==> src/rtl/cssc_pkg.sv <==
package cssc_pkg;
  localparam int unsigned CLK_MHZ       = 100;
  localparam int unsigned SLOW_US       = 150;
  localparam int unsigned FAST_US       = 2;
  localparam int unsigned SLOW_CYC      = SLOW_US * CLK_MHZ;
  localparam int unsigned FAST_CYC      = FAST_US * CLK_MHZ;
  localparam int unsigned CNT_W         = 15;
  localparam logic [1:0] ADDR_CORE_CTL  = 2'h0;
  localparam logic [1:0] ADDR_SUP_CTL   = 2'h1;
  localparam logic [1:0] ADDR_STATUS    = 2'h2;
  // Control bits shared by core and supply control; B_OVP is used in supply control only
  localparam int unsigned B_SVE   = 0;
  localparam int unsigned B_SVLP  = 1;
  localparam int unsigned B_SVFP  = 2;
  localparam int unsigned B_MNE   = 3;
  localparam int unsigned B_MNFP  = 4;
  localparam int unsigned B_AUTO  = 5;
  localparam int unsigned B_OVP   = 6;
  localparam logic [15:0] CORE_CTL_RST = 16'h0009;
  localparam logic [15:0] SUP_CTL_RST  = 16'h0000;

  typedef enum logic [1:0] {
    CSSC_OFF    = 2'h0,
    CSSC_NORMAL = 2'h1,
    CSSC_FULL   = 2'h3
  } cssc_state_e;

  typedef enum logic [1:0] {
    PM_ACTIVE = 2'h0,
    PM_LIGHT  = 2'h1,
    PM_DEEP   = 2'h3
  } cssc_pmode_e;

  typedef struct packed {
    logic        write;
    logic        read;
    logic [1:0]  addr;
    logic [15:0] wdata;
  } cssc_bus_s;

  typedef struct packed {
    cssc_state_e coreSup;
    cssc_state_e coreMon;
    cssc_state_e supSup;
    cssc_state_e supMon;
  } cssc_chan_s;
endpackage

==> src/rtl/cssc_mode_control.sv <==
`timescale 1ns/100ps
`default_nettype none
module cssc_mode_control
  import cssc_pkg::*;
#(
  parameter int unsigned SLOW_CYCLES = SLOW_CYC,
  parameter int unsigned FAST_CYCLES = FAST_CYC
) (
  input  wire logic        clk,
  input  wire logic        rstn,
  input  wire cssc_bus_s   bus,
  output logic      [15:0] rdata,
  input  wire logic        lowPowerMode2,
  input  wire logic        lowPowerMode34,
  input  wire logic        wakeUp,
  input  wire logic        coreVoltageLow,
  input  wire logic        supplyOverVoltage,
  output cssc_chan_s       chanState,
  output logic             cpuExecMask,
  output logic             coreSideSettleFlag,
  output logic             supplySideSettleFlag,
  output logic             powerUpClear
);
  logic [1:0] pinLp2Q, pinLp34Q, pinWakeQ, pinLowQ, pinOvQ;
  logic [15:0] coreCtl_q, coreCtl_d, supCtl_q, supCtl_d;
  cssc_pmode_e pmode_q, pmode_d;
  cssc_chan_s chan_q, chan_d;
  logic [CNT_W-1:0] coreCnt_q, coreCnt_d, supCnt_q, supCnt_d, maskCnt_q, maskCnt_d;
  logic coreFlag_q, coreFlag_d, supFlag_q, supFlag_d, mask_q, mask_d;
  logic puc_q, puc_d;
  logic [15:0] rdata_q, rdata_d;

  // Two-stage synchronisers for pin inputs
  always_ff @(posedge clk or negedge rstn) begin
    if (!rstn) begin
      pinLp2Q  <= 2'h0;
      pinLp34Q <= 2'h0;
      pinWakeQ <= 2'h0;
      pinLowQ  <= 2'h0;
      pinOvQ   <= 2'h0;
    end else begin
      pinLp2Q  <= {pinLp2Q[0], lowPowerMode2};
      pinLp34Q <= {pinLp34Q[0], lowPowerMode34};
      pinWakeQ <= {pinWakeQ[0], wakeUp};
      pinLowQ  <= {pinLowQ[0], coreVoltageLow};
      pinOvQ   <= {pinOvQ[0], supplyOverVoltage};
    end
  end

  function automatic cssc_state_e supMap(input logic en, input logic lp, input logic fp,
                                         input logic auto, input cssc_pmode_e pm);
    cssc_state_e act;
    act = fp ? CSSC_FULL : CSSC_NORMAL;
    if (!en) begin
      supMap = CSSC_OFF;
    end else if (pm != PM_DEEP) begin
      supMap = act;
    end else if (!lp) begin
      supMap = CSSC_OFF;
    end else if (!auto) begin
      supMap = act;
    end else begin
      supMap = fp ? CSSC_NORMAL : CSSC_OFF;
    end
  endfunction

  // Monitor is the supervisor map with low-power bit forced on
  function automatic cssc_state_e monMap(input logic en, input logic fp,
                                         input logic auto, input cssc_pmode_e pm);
    monMap = supMap(en, 1'b1, fp, auto, pm);
  endfunction

  logic coreWr, supWr, deepWake, fastWake, pmChange;
  cssc_pmode_e pmNow;
  logic [15:0] wdNext;

  always_comb begin
    coreWr   = bus.write && (bus.addr == ADDR_CORE_CTL);
    supWr    = bus.write && (bus.addr == ADDR_SUP_CTL);
    pmNow    = pinLp34Q[1] ? PM_DEEP : (pinLp2Q[1] ? PM_DEEP : PM_ACTIVE);
    pmChange = (pmNow != pmode_q);
    deepWake = (pmode_q == PM_DEEP) && (pmNow != PM_DEEP);
    wdNext   = bus.wdata;
    coreCtl_d = coreWr ? wdNext : coreCtl_q;
    supCtl_d  = supWr ? wdNext : supCtl_q;
    pmode_d   = pmNow;
    chan_d = chan_q;
    if (pmChange || coreWr || supWr) begin
      chan_d.coreSup = supMap(coreCtl_d[B_SVE], coreCtl_d[B_SVLP], coreCtl_d[B_SVFP],
                              coreCtl_d[B_AUTO], pmNow);
      chan_d.coreMon = monMap(coreCtl_d[B_MNE], coreCtl_d[B_MNFP], coreCtl_d[B_AUTO], pmNow);
      chan_d.supSup  = supMap(supCtl_d[B_SVE], supCtl_d[B_SVLP], supCtl_d[B_SVFP],
                              supCtl_d[B_AUTO], pmNow);
      chan_d.supMon  = monMap(supCtl_d[B_MNE], supCtl_d[B_MNFP], supCtl_d[B_AUTO], pmNow);
    end
    // Slow wake-up if either core comparator runs normal
    fastWake = !((coreCtl_q[B_SVE] && !coreCtl_q[B_SVFP]) ||
                 (coreCtl_q[B_MNE] && !coreCtl_q[B_MNFP]));
    mask_d    = mask_q;
    maskCnt_d = maskCnt_q;
    if (deepWake) begin
      mask_d    = 1'b1;
      maskCnt_d = fastWake ? CNT_W'(FAST_CYCLES - 1) : CNT_W'(SLOW_CYCLES - 1);
    end else if (mask_q) begin
      if (maskCnt_q == '0) begin
        mask_d = 1'b0;
      end else begin
        maskCnt_d = maskCnt_q - 1'b1;
      end
    end
    coreFlag_d = coreFlag_q;
    coreCnt_d  = coreCnt_q;
    if (coreWr) begin
      coreFlag_d = 1'b1;
      coreCnt_d  = wdNext[B_SVFP] ? CNT_W'(FAST_CYCLES - 1) : CNT_W'(SLOW_CYCLES - 1);
    end else if (coreFlag_q) begin
      if (coreCnt_q == '0) begin
        coreFlag_d = 1'b0;
      end else begin
        coreCnt_d = coreCnt_q - 1'b1;
      end
    end
    supFlag_d = supFlag_q;
    supCnt_d  = supCnt_q;
    if (supWr) begin
      supFlag_d = 1'b1;
      supCnt_d  = wdNext[B_SVFP] ? CNT_W'(FAST_CYCLES - 1) : CNT_W'(SLOW_CYCLES - 1);
    end else if (supFlag_q) begin
      if (supCnt_q == '0) begin
        supFlag_d = 1'b0;
      end else begin
        supCnt_d = supCnt_q - 1'b1;
      end
    end
    puc_d = (coreFlag_q && !coreWr && coreCnt_q == '0 && pinLowQ[1] && coreCtl_q[B_SVE])
         || (supCtl_q[B_OVP] && supCtl_q[B_MNE] && pinOvQ[1]);
    rdata_d = 16'h0000;
    if (bus.read) begin
      unique case (bus.addr)
        ADDR_CORE_CTL: rdata_d = coreCtl_q;
        ADDR_SUP_CTL:  rdata_d = supCtl_q;
        // Bit 12 mirrors the synchronised wake level
        ADDR_STATUS:   rdata_d = {3'h0, pinWakeQ[1], chan_q, mask_q, puc_q, supFlag_q, coreFlag_q};
        default:       rdata_d = 16'h0000;
      endcase
    end
  end

  always_ff @(posedge clk or negedge rstn) begin
    if (!rstn) begin
      coreCtl_q  <= CORE_CTL_RST;
      supCtl_q   <= SUP_CTL_RST;
      pmode_q    <= PM_ACTIVE;
      chan_q     <= '{CSSC_NORMAL, CSSC_NORMAL, CSSC_OFF, CSSC_OFF};
      coreCnt_q  <= '0;
      supCnt_q   <= '0;
      maskCnt_q  <= '0;
      coreFlag_q <= 1'b0;
      supFlag_q  <= 1'b0;
      mask_q     <= 1'b0;
      puc_q      <= 1'b0;
      rdata_q    <= 16'h0000;
    end else begin
      coreCtl_q  <= coreCtl_d;
      supCtl_q   <= supCtl_d;
      pmode_q    <= pmode_d;
      chan_q     <= chan_d;
      coreCnt_q  <= coreCnt_d;
      supCnt_q   <= supCnt_d;
      maskCnt_q  <= maskCnt_d;
      coreFlag_q <= coreFlag_d;
      supFlag_q  <= supFlag_d;
      mask_q     <= mask_d;
      puc_q      <= puc_d;
      rdata_q    <= rdata_d;
    end
  end

  assign rdata                = rdata_q;
  assign chanState            = chan_q;
  assign cpuExecMask          = mask_q;
  assign coreSideSettleFlag   = coreFlag_q;
  assign supplySideSettleFlag = supFlag_q;
  assign powerUpClear         = puc_q;

  property p_core_off_disabled;
    @(posedge clk) disable iff (!rstn)
    (coreWr && !bus.wdata[B_SVE]) |=> (chan_q.coreSup == CSSC_OFF);
  endproperty
  a_core_off_disabled: assert property (p_core_off_disabled) else $error("core supervisor not off");

  property p_settle_set;
    @(posedge clk) disable iff (!rstn)
    coreWr |=> coreFlag_q;
  endproperty
  a_settle_set: assert property (p_settle_set) else $error("settle flag not set");

  property p_fast_settle;
    @(posedge clk) disable iff (!rstn)
    (coreWr && bus.wdata[B_SVFP]) ##1 (!coreWr)[*8] |-> ##[1:200] !coreFlag_q;
  endproperty
  a_fast_settle: assert property (p_fast_settle) else $error("fast settle too long");

  property p_slow_settle;
    @(posedge clk) disable iff (!rstn)
    (coreWr && !bus.wdata[B_SVFP]) |=> coreFlag_q[*8];
  endproperty
  a_slow_settle: assert property (p_slow_settle) else $error("slow settle too short");

  property p_mask_on_wake;
    @(posedge clk) disable iff (!rstn)
    deepWake |=> mask_q;
  endproperty
  a_mask_on_wake: assert property (p_mask_on_wake) else $error("mask missing after wake");

  property p_mask_fast;
    @(posedge clk) disable iff (!rstn)
    (deepWake && fastWake) |-> ##[1:201] !mask_q;
  endproperty
  a_mask_fast: assert property (p_mask_fast) else $error("fast mask too long");

  property p_recompute;
    @(posedge clk) disable iff (!rstn)
    (supWr && bus.wdata[B_MNE] && bus.wdata[B_MNFP] && pmNow == PM_ACTIVE && !pmChange)
      |=> (chan_q.supMon == CSSC_FULL);
  endproperty
  a_recompute: assert property (p_recompute) else $error("supply monitor not recomputed");

  property p_ovp;
    @(posedge clk) disable iff (!rstn)
    (supCtl_q[B_OVP] && supCtl_q[B_MNE] && pinOvQ[1]) |=> powerUpClear;
  endproperty
  a_ovp: assert property (p_ovp) else $error("overvoltage reset missing");
endmodule
`default_nettype wire

==> config.mk <==
export PLATFORM = sky130hd
export DESIGN_NAME = cssc_mode_control
export DESIGN_NICKNAME = d
export VERILOG_FILES = /design/src/rtl/cssc_pkg.sv /design/src/rtl/cssc_mode_control.sv
export SDC_FILE = /design/constraint.sdc
export NUM_CORES = 1
export LEC_CHECK = 0
export ABC_AREA = 1
export BUFFER_PORTS_ARGS = -buffer_cell sky130_fd_sc_hd__clkbuf_2
export CORE_AREA = 3 3 106 108
export DETAILED_ROUTE_END_ITERATION = 8
export DIE_AREA = 0 0 109 111
export PLACE_DENSITY = 0.74
export SLEW_MARGIN = 20
export SYNTH_ARGS = -nofsm -noshare
export SYNTH_HDL_FRONTEND = slang
export SYNTH_SLANG_ARGS = --single-unit
==> constraint.sdc <==
create_clock -name clk -period 2.1 [get_ports clk]
set_input_delay 0.105 -clock clk [delete_from_list [all_inputs] [get_ports clk]]
set_output_delay 0.105 -clock clk [all_outputs]
set_load 0.05 [all_outputs]
# Word-level counts from Yosys, hierarchy flattened

Cells that the tools add are included.

Register bits: 117
Input port bits: 27
Output and inout bits: 28
Logic and storage cells: 109

$add $sub $neg: 3
Equal/unequal tests: 8
Muxes and demuxes: 48
Reductions and logical operators: 28

Operators by type and width:

| operator              | number |
|---|---|
| $mux 15               | 9 |
| $pmux 16 s3           | 1 |
| $logic_not 15->1      | 3 |
| $sub 15x1->15 const B | 3 |
| $mux 2                | 20 |
| $mux 14               | 2 |
| $mux 16               | 1 |
| $mux 1                | 13 |
| $mux 6                | 2 |
| $logic_and 1x1->1     | 11 |
| $ne 2x2->1 const B    | 4 |
| $reduce_and 2->1      | 3 |
| $reduce_bool 2->1     | 3 |
| $eq 2x2->1 const B    | 2 |
| $logic_or 1x1->1      | 4 |
| $logic_not 1->1       | 3 |
| $eq 2x1->1 const B    | 1 |
| $logic_not 2->1       | 1 |
| $ne 2x2->1            | 1 |

# Longest topological paths before layout

Gate-level depths: netlist of the first run.

Depth after elaboration: 8
Mapped depth: 11
Gate-level depth less buffers: 10

# Least setup slack after synthesis of the first run

No wires, ideal clock.

Path type: register to register
Start point: reg maskCnt_q[0]
End point: reg maskCnt_q[12]
Setup time: 135 ps
Arrival: 1494 ps
Required time: 1965 ps
Setup slack: 470 ps
Stages on the path, launching flop included: 11
Buffers on the path: 1
Period minus slack after synthesis: 1630 ps
Path through: dfrtp_1 inv_1 ha_1 nand3_1 nor2_2 nand2_1 nand2_2 nand2_2 buf_6 nor2_1 a21oi_1

Cells in the longest elaborated chain, start to end: 4
Elaborated cells between the ends (all ways): 7
Those cells by class: add/sub: 1; eq/ne: 1; mux: 3; reduce/logical: 2

RTL lines:

| element                | line                     | text |
|---|---|---|
| start, declared        | cssc_mode_control.sv:28  | `logic [CNT_W-1:0] coreCnt_q, coreCnt_d, supCnt_q, supCnt_d, maskCnt_q, maskCnt_d;` |
| start signal, assigned | cssc_mode_control.sv:170 | `maskCnt_q <= maskCnt_d;` |
| $sub 15x1->15          | cssc_mode_control.sv:108 | `maskCnt_d = maskCnt_q - 1'b1;` |
| $mux 15                | cssc_mode_control.sv:105 | `if (maskCnt_q == '0) begin` |
| $mux 15                | cssc_mode_control.sv:104 | `end else if (mask_q) begin` |
| $mux 15                | cssc_mode_control.sv:101 | `if (deepWake) begin` |

Parallel ways exist; a longest one is shown, timed or not. The select of a mux whose other input is x is not followed.
A chain may end at the register's enable or synchronous reset.

# Worst setup path after layout of the first run

Ends and elaborated chain as after synthesis.

==> flow_metrics.py, run 1 <==
metrics = {
    "cts": {
        "h-tree-depth": 4,
        "ctsRootBufferMaster": "clkbuf_8",
        "postCtsSetupBuffers": 0,
        "clkLatencyLatePin_ns": 0.53,
        "clock_buffers_created_by_tritoncts": 17,
        "numClockSinks": 116,
        "clkSlewWorstSetupHoldPaths_ns": 0.06,
        "cts_max_path_buffers": 2,
        "cts_tree": "yes",
    },
    "pwr": {
        "p_int_uw": 5170,
        "static-leakage-power_uw": 0.00357,
        "clock_power_share_pct": 36.8,
        "p_seq_share_pct": 39.4,
        "netSwitchingPower_uw": 2650,
        "sw_frac_of_total_pct": 33.9,
        "peakVddDrop_mv": 0.917,
        "p_comb_share_pct": 23.8,
        "total_power_divided_by_cell_area_nw_per_um2": 1130,
    },
    "logic_synthesis": {
        "netlist_area_um2": 5680,
        "synth_cell_type_count": 34,
        "syn_area_per_cell_um2": 7.93,
        "number_of_flip_flops_and_latches_in_the_synthesized_netlist": 116,
        "yosysSeqAreaShare_pct": 51.2,
        "yosysWarnings": 0,
        "netlist_instances": 716,
        "mappedNetlistNets": 747,
    },
    "floorplan": {
        "floorplan.rows": 37,
        "die_w_um": 109,
        "area_of_the_die_um2": 12100,
        "initial_core_util_pct": 55.0,
        "die_height_um": 111,
        "top_level_ports": 55,
        "floorplan.core_area_um2": 10300,
    },
    "worst_hold_path": {
        "whs_path_depth": 5,
        "hold_end": "rdata[13]",
        "holdCritStartpoint": "bus[16]",
        "hp-class": "in -> reg",
    },
    "sta": {
        "setup_ws_ns": 0.226,
        "hold_viol": 0,
        "setup_repair_after_global_routing_missed_its_margin": "no",
        "setup_skew_after_layout_ns": 0.00843,
        "final-max-slew-violation-count": 0,
        "timing.hold.ws_ns": 0.153,
        "final_critical_path_required_period_ns": 1.87,
        "maxSlewHeadroom_pct": 59.3,
        "setup-tns-final_ns": 0,
        "maxClockFrequency_mhz": 533,
        "worst_slew_pin_slew_ns": 0.611,
        "post-route-period-util_pct": 89.3,
        "final_setup_viols": 0,
    },
    "layout": {
        "multi_input_area_um2": 2310,
        "final_cell_area_um2": 6930,
        "layout.cells.most_common": "nand2_1",
        "layout.cells.most_common_list": "nand2_1, dfrtp_1, inv_1",
        "finish.cell_count_without_fillers": 954,
        "final.fill_count": 877,
        "area.sequential_um2": 2910,
        "drive_above_1_share_pct": 16.5,
        "num_antenna_cells": 0,
        "syn2layout_area_growth_pct": 22.0,
        "design.final.nets": 836,
    },
    "worst_setup_path": {
        "crit_path_frequent_cell": "nand2_2",
        "crit_arrival_ns": 2.27,
        "critPathMaxFanout": 11,
        "setup.reg_to_reg.worst_slack_ns": 0.23,
        "worstPathCellList": "inv_1, ha_1, nand3_1, nor2_2, nand2_1, nand2_2, nand2_2, nor2_1, a21oi_1",
        "crit-reg2reg-capture": "maskCnt_q[12]",
        "crit_path_max_incr_delay_ns": 0.36,
        "rr_worst_depth": 9,
        "critPathCaptureType": "register",
        "timing_worst_setup_path_type": "reg -> reg",
        "path_delay_family": "simple AND/OR/NAND/NOR gates",
        "crit_buf_inv": 1,
        "r2r_start": "maskCnt_q[0]",
        "critical_path.startpoint_type": "register",
        "cp_slowest_cell": "dfrtp_1",
        "worst-endpoint-required_ns": 2.49,
    },
    "routing": {
        "wl_um": 13300,
        "drc_violations": 0,
        "detail_route.vias_per_cell": 5.20,
        "drt-initial-drc-count": 342,
        "first_pass_iters": 5,
        "detail-route-antenna-nets": 0,
        "post_drt_wl_per_cell_um": 13.9,
        "routed-via-count": 4960,
    },
    "global_routing": {
        "gr-usage-all-layers_pct": 23.9,
        "grt_max_degree": 117,
        "first_pass_grt_wire_length_um": 22900,
        "grt_antenna_before_repair": 0,
        "grt_pass1_vias": 4980,
        "grt-ovfl-total": 0,
    },
    "place": {
        "detailedPlacementHpwl_um": 8860,
        "preCtsSetupSlack_ns": 0.135,
        "portBuffers": 54,
        "place.gp.congestion": 0.897,
        "place_inst": 899,
        "postPlaceCellArea_um2": 6100,
    },
    "status": {
        "run_status": "finished clean",
    },
    "flow_run": {
        "max-cap-violations": 0,
    },
}
power by group through the flow:
stage / Sequential (uW) / Combinational [uW] / Clock, uW
5_1_grt: 3130 / 2130 / 3010
3_5_place_dp: 3100 / 1810 / 0
3_3_place_gp: 3090 / 1750 / 0
6_report: 3080 / 1860 / 2880
2_1_floorplan: 3230 / 1170 / 0
4_1_cts: 3070 / 1860 / 2910
state kept, by name, indices dropped and copies added, names as in the netlist, 8 cells and up:
name       flops
chanState      8
coreCtl_q     16
coreCnt_q     15
rdata         16
supCnt_q      15
supCtl_q      16
maskCnt_q     15
cells by family after synthesis:
logic type,synth area share (%)
and+or+nand+nor,28.6
adders and majority gates,0.882
DFF,51.2
AOI/OAI and AO/OA,10.1
xor gates and xnor gates,1.08
buffers and inverters,8.11
per-layer routing:
layer | GRT usage [%] | wire (um) | share of wire [%]
met2 | 37.8 | 6470 | 49
met1 | 31.9 | 5980 | 45
met5 | 0 | 0 | 0
met4 | 7.91 | 172 | 1.3
met3 | 5.94 | 651 | 4.9
stage by stage:
stage	total power (uW)	utilization, %
detailed placement	4910	59.1
global route	8270	67.1
global placement	4840	59.1
CTS	7840	67.1
floorplan	4410	-
finish	7820	67.1
cell usage after synthesis:
cell,count,area share [%]
a21oi_2,3,0.46
nand3_2,2,0.35
a21oi_1,22,1.9
inv_2,4,0.26
inv_1,92,6.1
buf_2,5,0.44
nand2_4,4,0.79
o22ai_2,1,0.22
o22ai_1,3,0.33
nand2_2,8,0.88
nand4_1,3,0.33
nand3b_1,2,0.26
xor2_1,7,1.1
buf_6,4,0.79
nand3_1,61,5.4
o21ai_2,5,0.77
ha_1,4,0.88
buf_4,2,0.26
buf_1,1,0.066
dfrtp_1,112,49
clkbuf_1,3,0.20
nand2_1,196,13
nor2_4,4,0.79
o211ai_1,4,0.53
nor2_1,86,5.7
nor3_1,4,0.35
o31ai_1,1,0.13
nor2_2,6,0.66
o21ai_1,12,1.1
dfstp_2,4,1.9
or2_2,1,0.11
o21bai_1,2,0.26
o221ai_1,3,0.46
o21ai_0,45,4.0
final cells by class:
cell class | count | share of cell area [%]
Clock inverter | 12 | 2.24
Multi-Input combinational cell | 489 | 33.4
Clock buffer | 20 | 6.29
Inverter | 96 | 5.20
Timing Repair Buffer | 85 | 8.49
Tap cell | 136 | 2.46
Sequential cell | 116 | 42.0
timing repair:
| item | 4_1_cts | 5_1_grt |
|---|---|---|
| gates resized for setup | 0 | 1 |
| hold buffers | 23 | 0 |
| endpoints found under the hold margin | 154 | 0 |
| setup endpoints to repair | 0 | 5 |
tightest hold or removal path, cell delays in order:
cell	delay (ns)
clkbuf_2	0.16
nor2_4	0.05
buf_4	0.19
nand2_1	0.07
a21oi_1	0.06
how the worst max path moves through the flow:
stage	slack, ns	to	depth (start not counted)	start
finish	0.23	maskCnt_q[12]	9	maskCnt_q[0]
CTS	0.15	maskCnt_q[6]	8	pinLp34Q[1]
global placement	0.17	maskCnt_q[6]	8	pinLp34Q[1]
detailed placement	0.14	maskCnt_q[6]	8	pinLp34Q[1]
global route	0.06	maskCnt_q[4]	9	maskCnt_q[0]
floorplan	0.47	maskCnt_q[12]	10	maskCnt_q[0]
(Power assumes the default switching activity.)
==> run 2: changes to the inputs <==
--- a/config.mk
+++ b/config.mk
@@ -5,11 +5,10 @@
 export SDC_FILE = /design/constraint.sdc
 export NUM_CORES = 1
 export LEC_CHECK = 0
-export ABC_AREA = 1
 export BUFFER_PORTS_ARGS = -buffer_cell sky130_fd_sc_hd__clkbuf_2
-export CORE_AREA = 3 3 106 108
+export CORE_AREA = 3 3 104 106
 export DETAILED_ROUTE_END_ITERATION = 8
-export DIE_AREA = 0 0 109 111
+export DIE_AREA = 0 0 107 109
 export PLACE_DENSITY = 0.74
 export SLEW_MARGIN = 20
 export SYNTH_ARGS = -nofsm -noshare
==> run 2 against run 1 <==
Net effect: setup slack worse by 0.20 ns; synthesized cell count is 22% lower; sequential cell count did not move; global-route usage increased by 0.83 points; first-iteration DRC count is 28% lower; core utilization grew 3.7 points; combinational power decreased by 4%; clock power down 9.7%; sequential power is essentially flat; critical path type unchanged; critical endpoint is now supCnt_q[5].
==> flow_metrics.py, run 2 <==
metrics = {
    "status": {
        "run_status": "finished clean",
    },
    "worst_setup_path": {
        "crit_arrival_ns": 2.49,
        "r2r_start": "supCnt_q[11]",
        "critPathMaxFanout": 8,
        "critPathCaptureType": "register",
        "crit-reg2reg-capture": "supCnt_q[5]",
        "critical_path.startpoint_type": "register",
        "worst-endpoint-required_ns": 2.52,
        "setup.reg_to_reg.worst_slack_ns": 0.03,
        "rr_worst_depth": 3,
        "cp-startpoint": "supCnt_q[11]",
        "timing_worst_setup_path_type": "reg -> reg",
    },
    "pwr": {
        "p_int_uw": 5080,
        "clock_power_share_pct": 35.0,
        "netSwitchingPower_uw": 2350,
        "sw_frac_of_total_pct": 31.6,
        "p_comb_share_pct": 24.0,
        "peakVddDrop_mv": 0.596,
        "power_uw": 7430,
        "p_seq_share_pct": 41.0,
        "total_power_divided_by_cell_area_nw_per_um2": 1060,
        "static-leakage-power_uw": 0.00322,
    },
    "logic_synthesis": {
        "synth_cell_type_count": 56,
        "synth_top_cell_area_share_pct": 51.0,
        "mappedNetlistNets": 586,
        "syn_area_per_cell_um2": 9.89,
        "post-synth-top-count-cell": "dfrtp_1",
        "synth_enable_flop_cells": 0,
        "yosysWarnings": 0,
        "synth_common_cells": "dfrtp_1, nand2_1, nor2_1, o21ai_0, clkbuf_1",
        "netlist_area_um2": 5490,
        "yosysTopAreaCell": "dfrtp_1",
        "number_of_flip_flops_and_latches_in_the_synthesized_netlist": 116,
        "netlist_instances": 555,
        "async_reset_ff_share_pct": 100,
        "yosysSeqAreaShare_pct": 53.0,
        "ys_top_cells_by_area": "dfrtp_1, nand2_1, mux2i_1",
        "synth_top_flop_cell": "dfrtp_1",
    },
    "sta": {
        "post-route-period-util_pct": 98.7,
        "maxSlewHeadroom_pct": 29.2,
        "setup_skew_after_layout_ns": 0.00963,
        "final_critical_path_required_period_ns": 2.07,
        "worst_slew_pin_slew_ns": 1.06,
        "final_setup_viols": 0,
        "hold_viol": 0,
        "final-max-slew-violation-count": 0,
        "maxClockFrequency_mhz": 482,
        "setup-tns-final_ns": 0,
    },
    "routing": {
        "detail_route.vias_per_cell": 5.79,
        "drc_violations": 0,
        "drt-initial-drc-count": 245,
        "wl_um": 13700,
        "detail-route-antenna-nets": 0,
        "post_drt_wl_per_cell_um": 16.9,
        "first_pass_iters": 5,
        "routed-via-count": 4688,
    },
    "global_routing": {
        "grt_antenna_before_repair": 0,
        "first_pass_grt_wire_length_um": 22400,
        "grt-ovfl-total": 0,
        "grt_pass1_vias": 4501,
        "gr-usage-all-layers_pct": 24.7,
        "grt_max_degree": 48,
    },
    "floorplan": {
        "die_w_um": 107,
        "die_height_um": 109,
        "area_of_the_die_um2": 11700,
        "floorplan.core_area_um2": 9860,
        "initial_core_util_pct": 55.7,
        "floorplan.rows": 36,
        "top_level_ports": 55,
    },
    "cts": {
        "ctsRootBufferMaster": "clkbuf_8",
        "clkLatencyLatePin_ns": 0.53,
        "h-tree-depth": 4,
        "numClockSinks": 116,
        "cts_tree": "yes",
        "clock_buffers_created_by_tritoncts": 17,
        "cts_max_path_buffers": 2,
        "clkSlewWorstSetupHoldPaths_ns": 0.05,
    },
    "layout": {
        "layout.cells.most_common_list": "dfrtp_1, nand2_1, clkbuf_2",
        "design.final.nets": 695,
        "drive_above_1_share_pct": 24.1,
        "syn2layout_area_growth_pct": 27.2,
        "layout.cells.most_common": "dfrtp_1",
        "num_antenna_cells": 0,
        "fin_util_pct": 70.8,
        "finish.cell_count_without_fillers": 810,
    },
    "place": {
        "detailedPlacementHpwl_um": 9220,
        "portBuffers": 54,
        "place.gp.congestion": 0.877,
        "place_inst": 753,
    },
    "flow_run": {
        "max-cap-violations": 0,
    },
    "worst_hold_path": {
        "hp-class": "in -> async",
    },
}
-- run 2: changes by cell type in the layout (fill, tap and decap cells not counted), sizes merged, moves of 12 or more --
cell   previous run  this run
nand2           208       100
inv              97        13
nor2             96        30
nand3            63         7
o21ai            62        28
buf               9        42
mux2i             0        19
o31ai             1        20
a31oi             0        16
and2              0        16
or4               0        16
or3               0        12
-- run 2: layout make-up --
cell class | instances | area (um2)
multi-input combinational | 398 | 2500
clock buffer | 27 | 482
sequential | 116 | 2910
clock inverter | 5 | 50.0
tap | 133 | 166
inverter | 13 | 48.8
timing repair buffer | 118 | 823
fill | 708 | 2880
-- run 2: per-layer routing --
metal  GRT usage (%)  part of all wire, %
met1            33.4                   45
met3            5.21                  4.0
met2            39.9                   49
met4            8.49                  1.3
met5               0                    0
-- run 2: logic make-up (layout without fill, tap and decap cells) --
group / after synthesis / in the layout / synth area share (%)
simple gates: 252 / 252 / 23.9
flops: 116 / 116 / 53.0
compound gates: 111 / 111 / 13.6
buf+inv: 41 / 163 / 2.83
mux: 27 / 27 / 5.10
fa+ha+maj: 4 / 4 / 0.912
xor+xnor: 4 / 4 / 0.638
-- run 2: metrics by stage --
stage	area, um2	hold slack, ns	setup slack [ns]
floorplan	5500	-0.191	-0.0240
global placement	6140	0.0959	0.0591
detailed placement	6140	0.0898	0.0209
CTS	6920	0.0879	0.0129
global route	6980	0.113	-0.0197
finish	6980	0.0741	0.0267
-- run 2: repair_timing --
action                                 CTS  global route
setup endpoints to repair                4            12
gates cloned                             0             0
gates resized for setup                  3            11
endpoints found under the hold margin  123             0
setup buffers                            0             2
hold buffers                            23             0
pin swaps                                1             2
-- run 2: worst max-delay path by stage --
| stage | endpoint | cells past startpoint |
|---|---|---|
| floorplan | supCnt_q[11] | 5 |
| detailed placement | maskCnt_q[2] | 6 |
| global route | supCnt_q[5] | 5 |
| CTS | maskCnt_q[1] | 6 |
| finish | supCnt_q[5] | 3 |
| global placement | supCnt_q[9] | 4 |
-- run 2: power groups by stage --
stage / clock (uW) / combinational [uW] / sequential (uW)
detailed placement: 0 / 1660 / 3050
CTS: 2630 / 1730 / 3030
floorplan: 0 / 954 / 3180
finish: 2600 / 1780 / 3050
global route: 2720 / 1970 / 3100
global placement: 0 / 1610 / 3030
-- run 2: critical path: stages (launching register included) --
cell and delay [ns]:
dfrtp_1 0.40, or4_1 0.70, or4_1 0.63, a31o_2 0.23
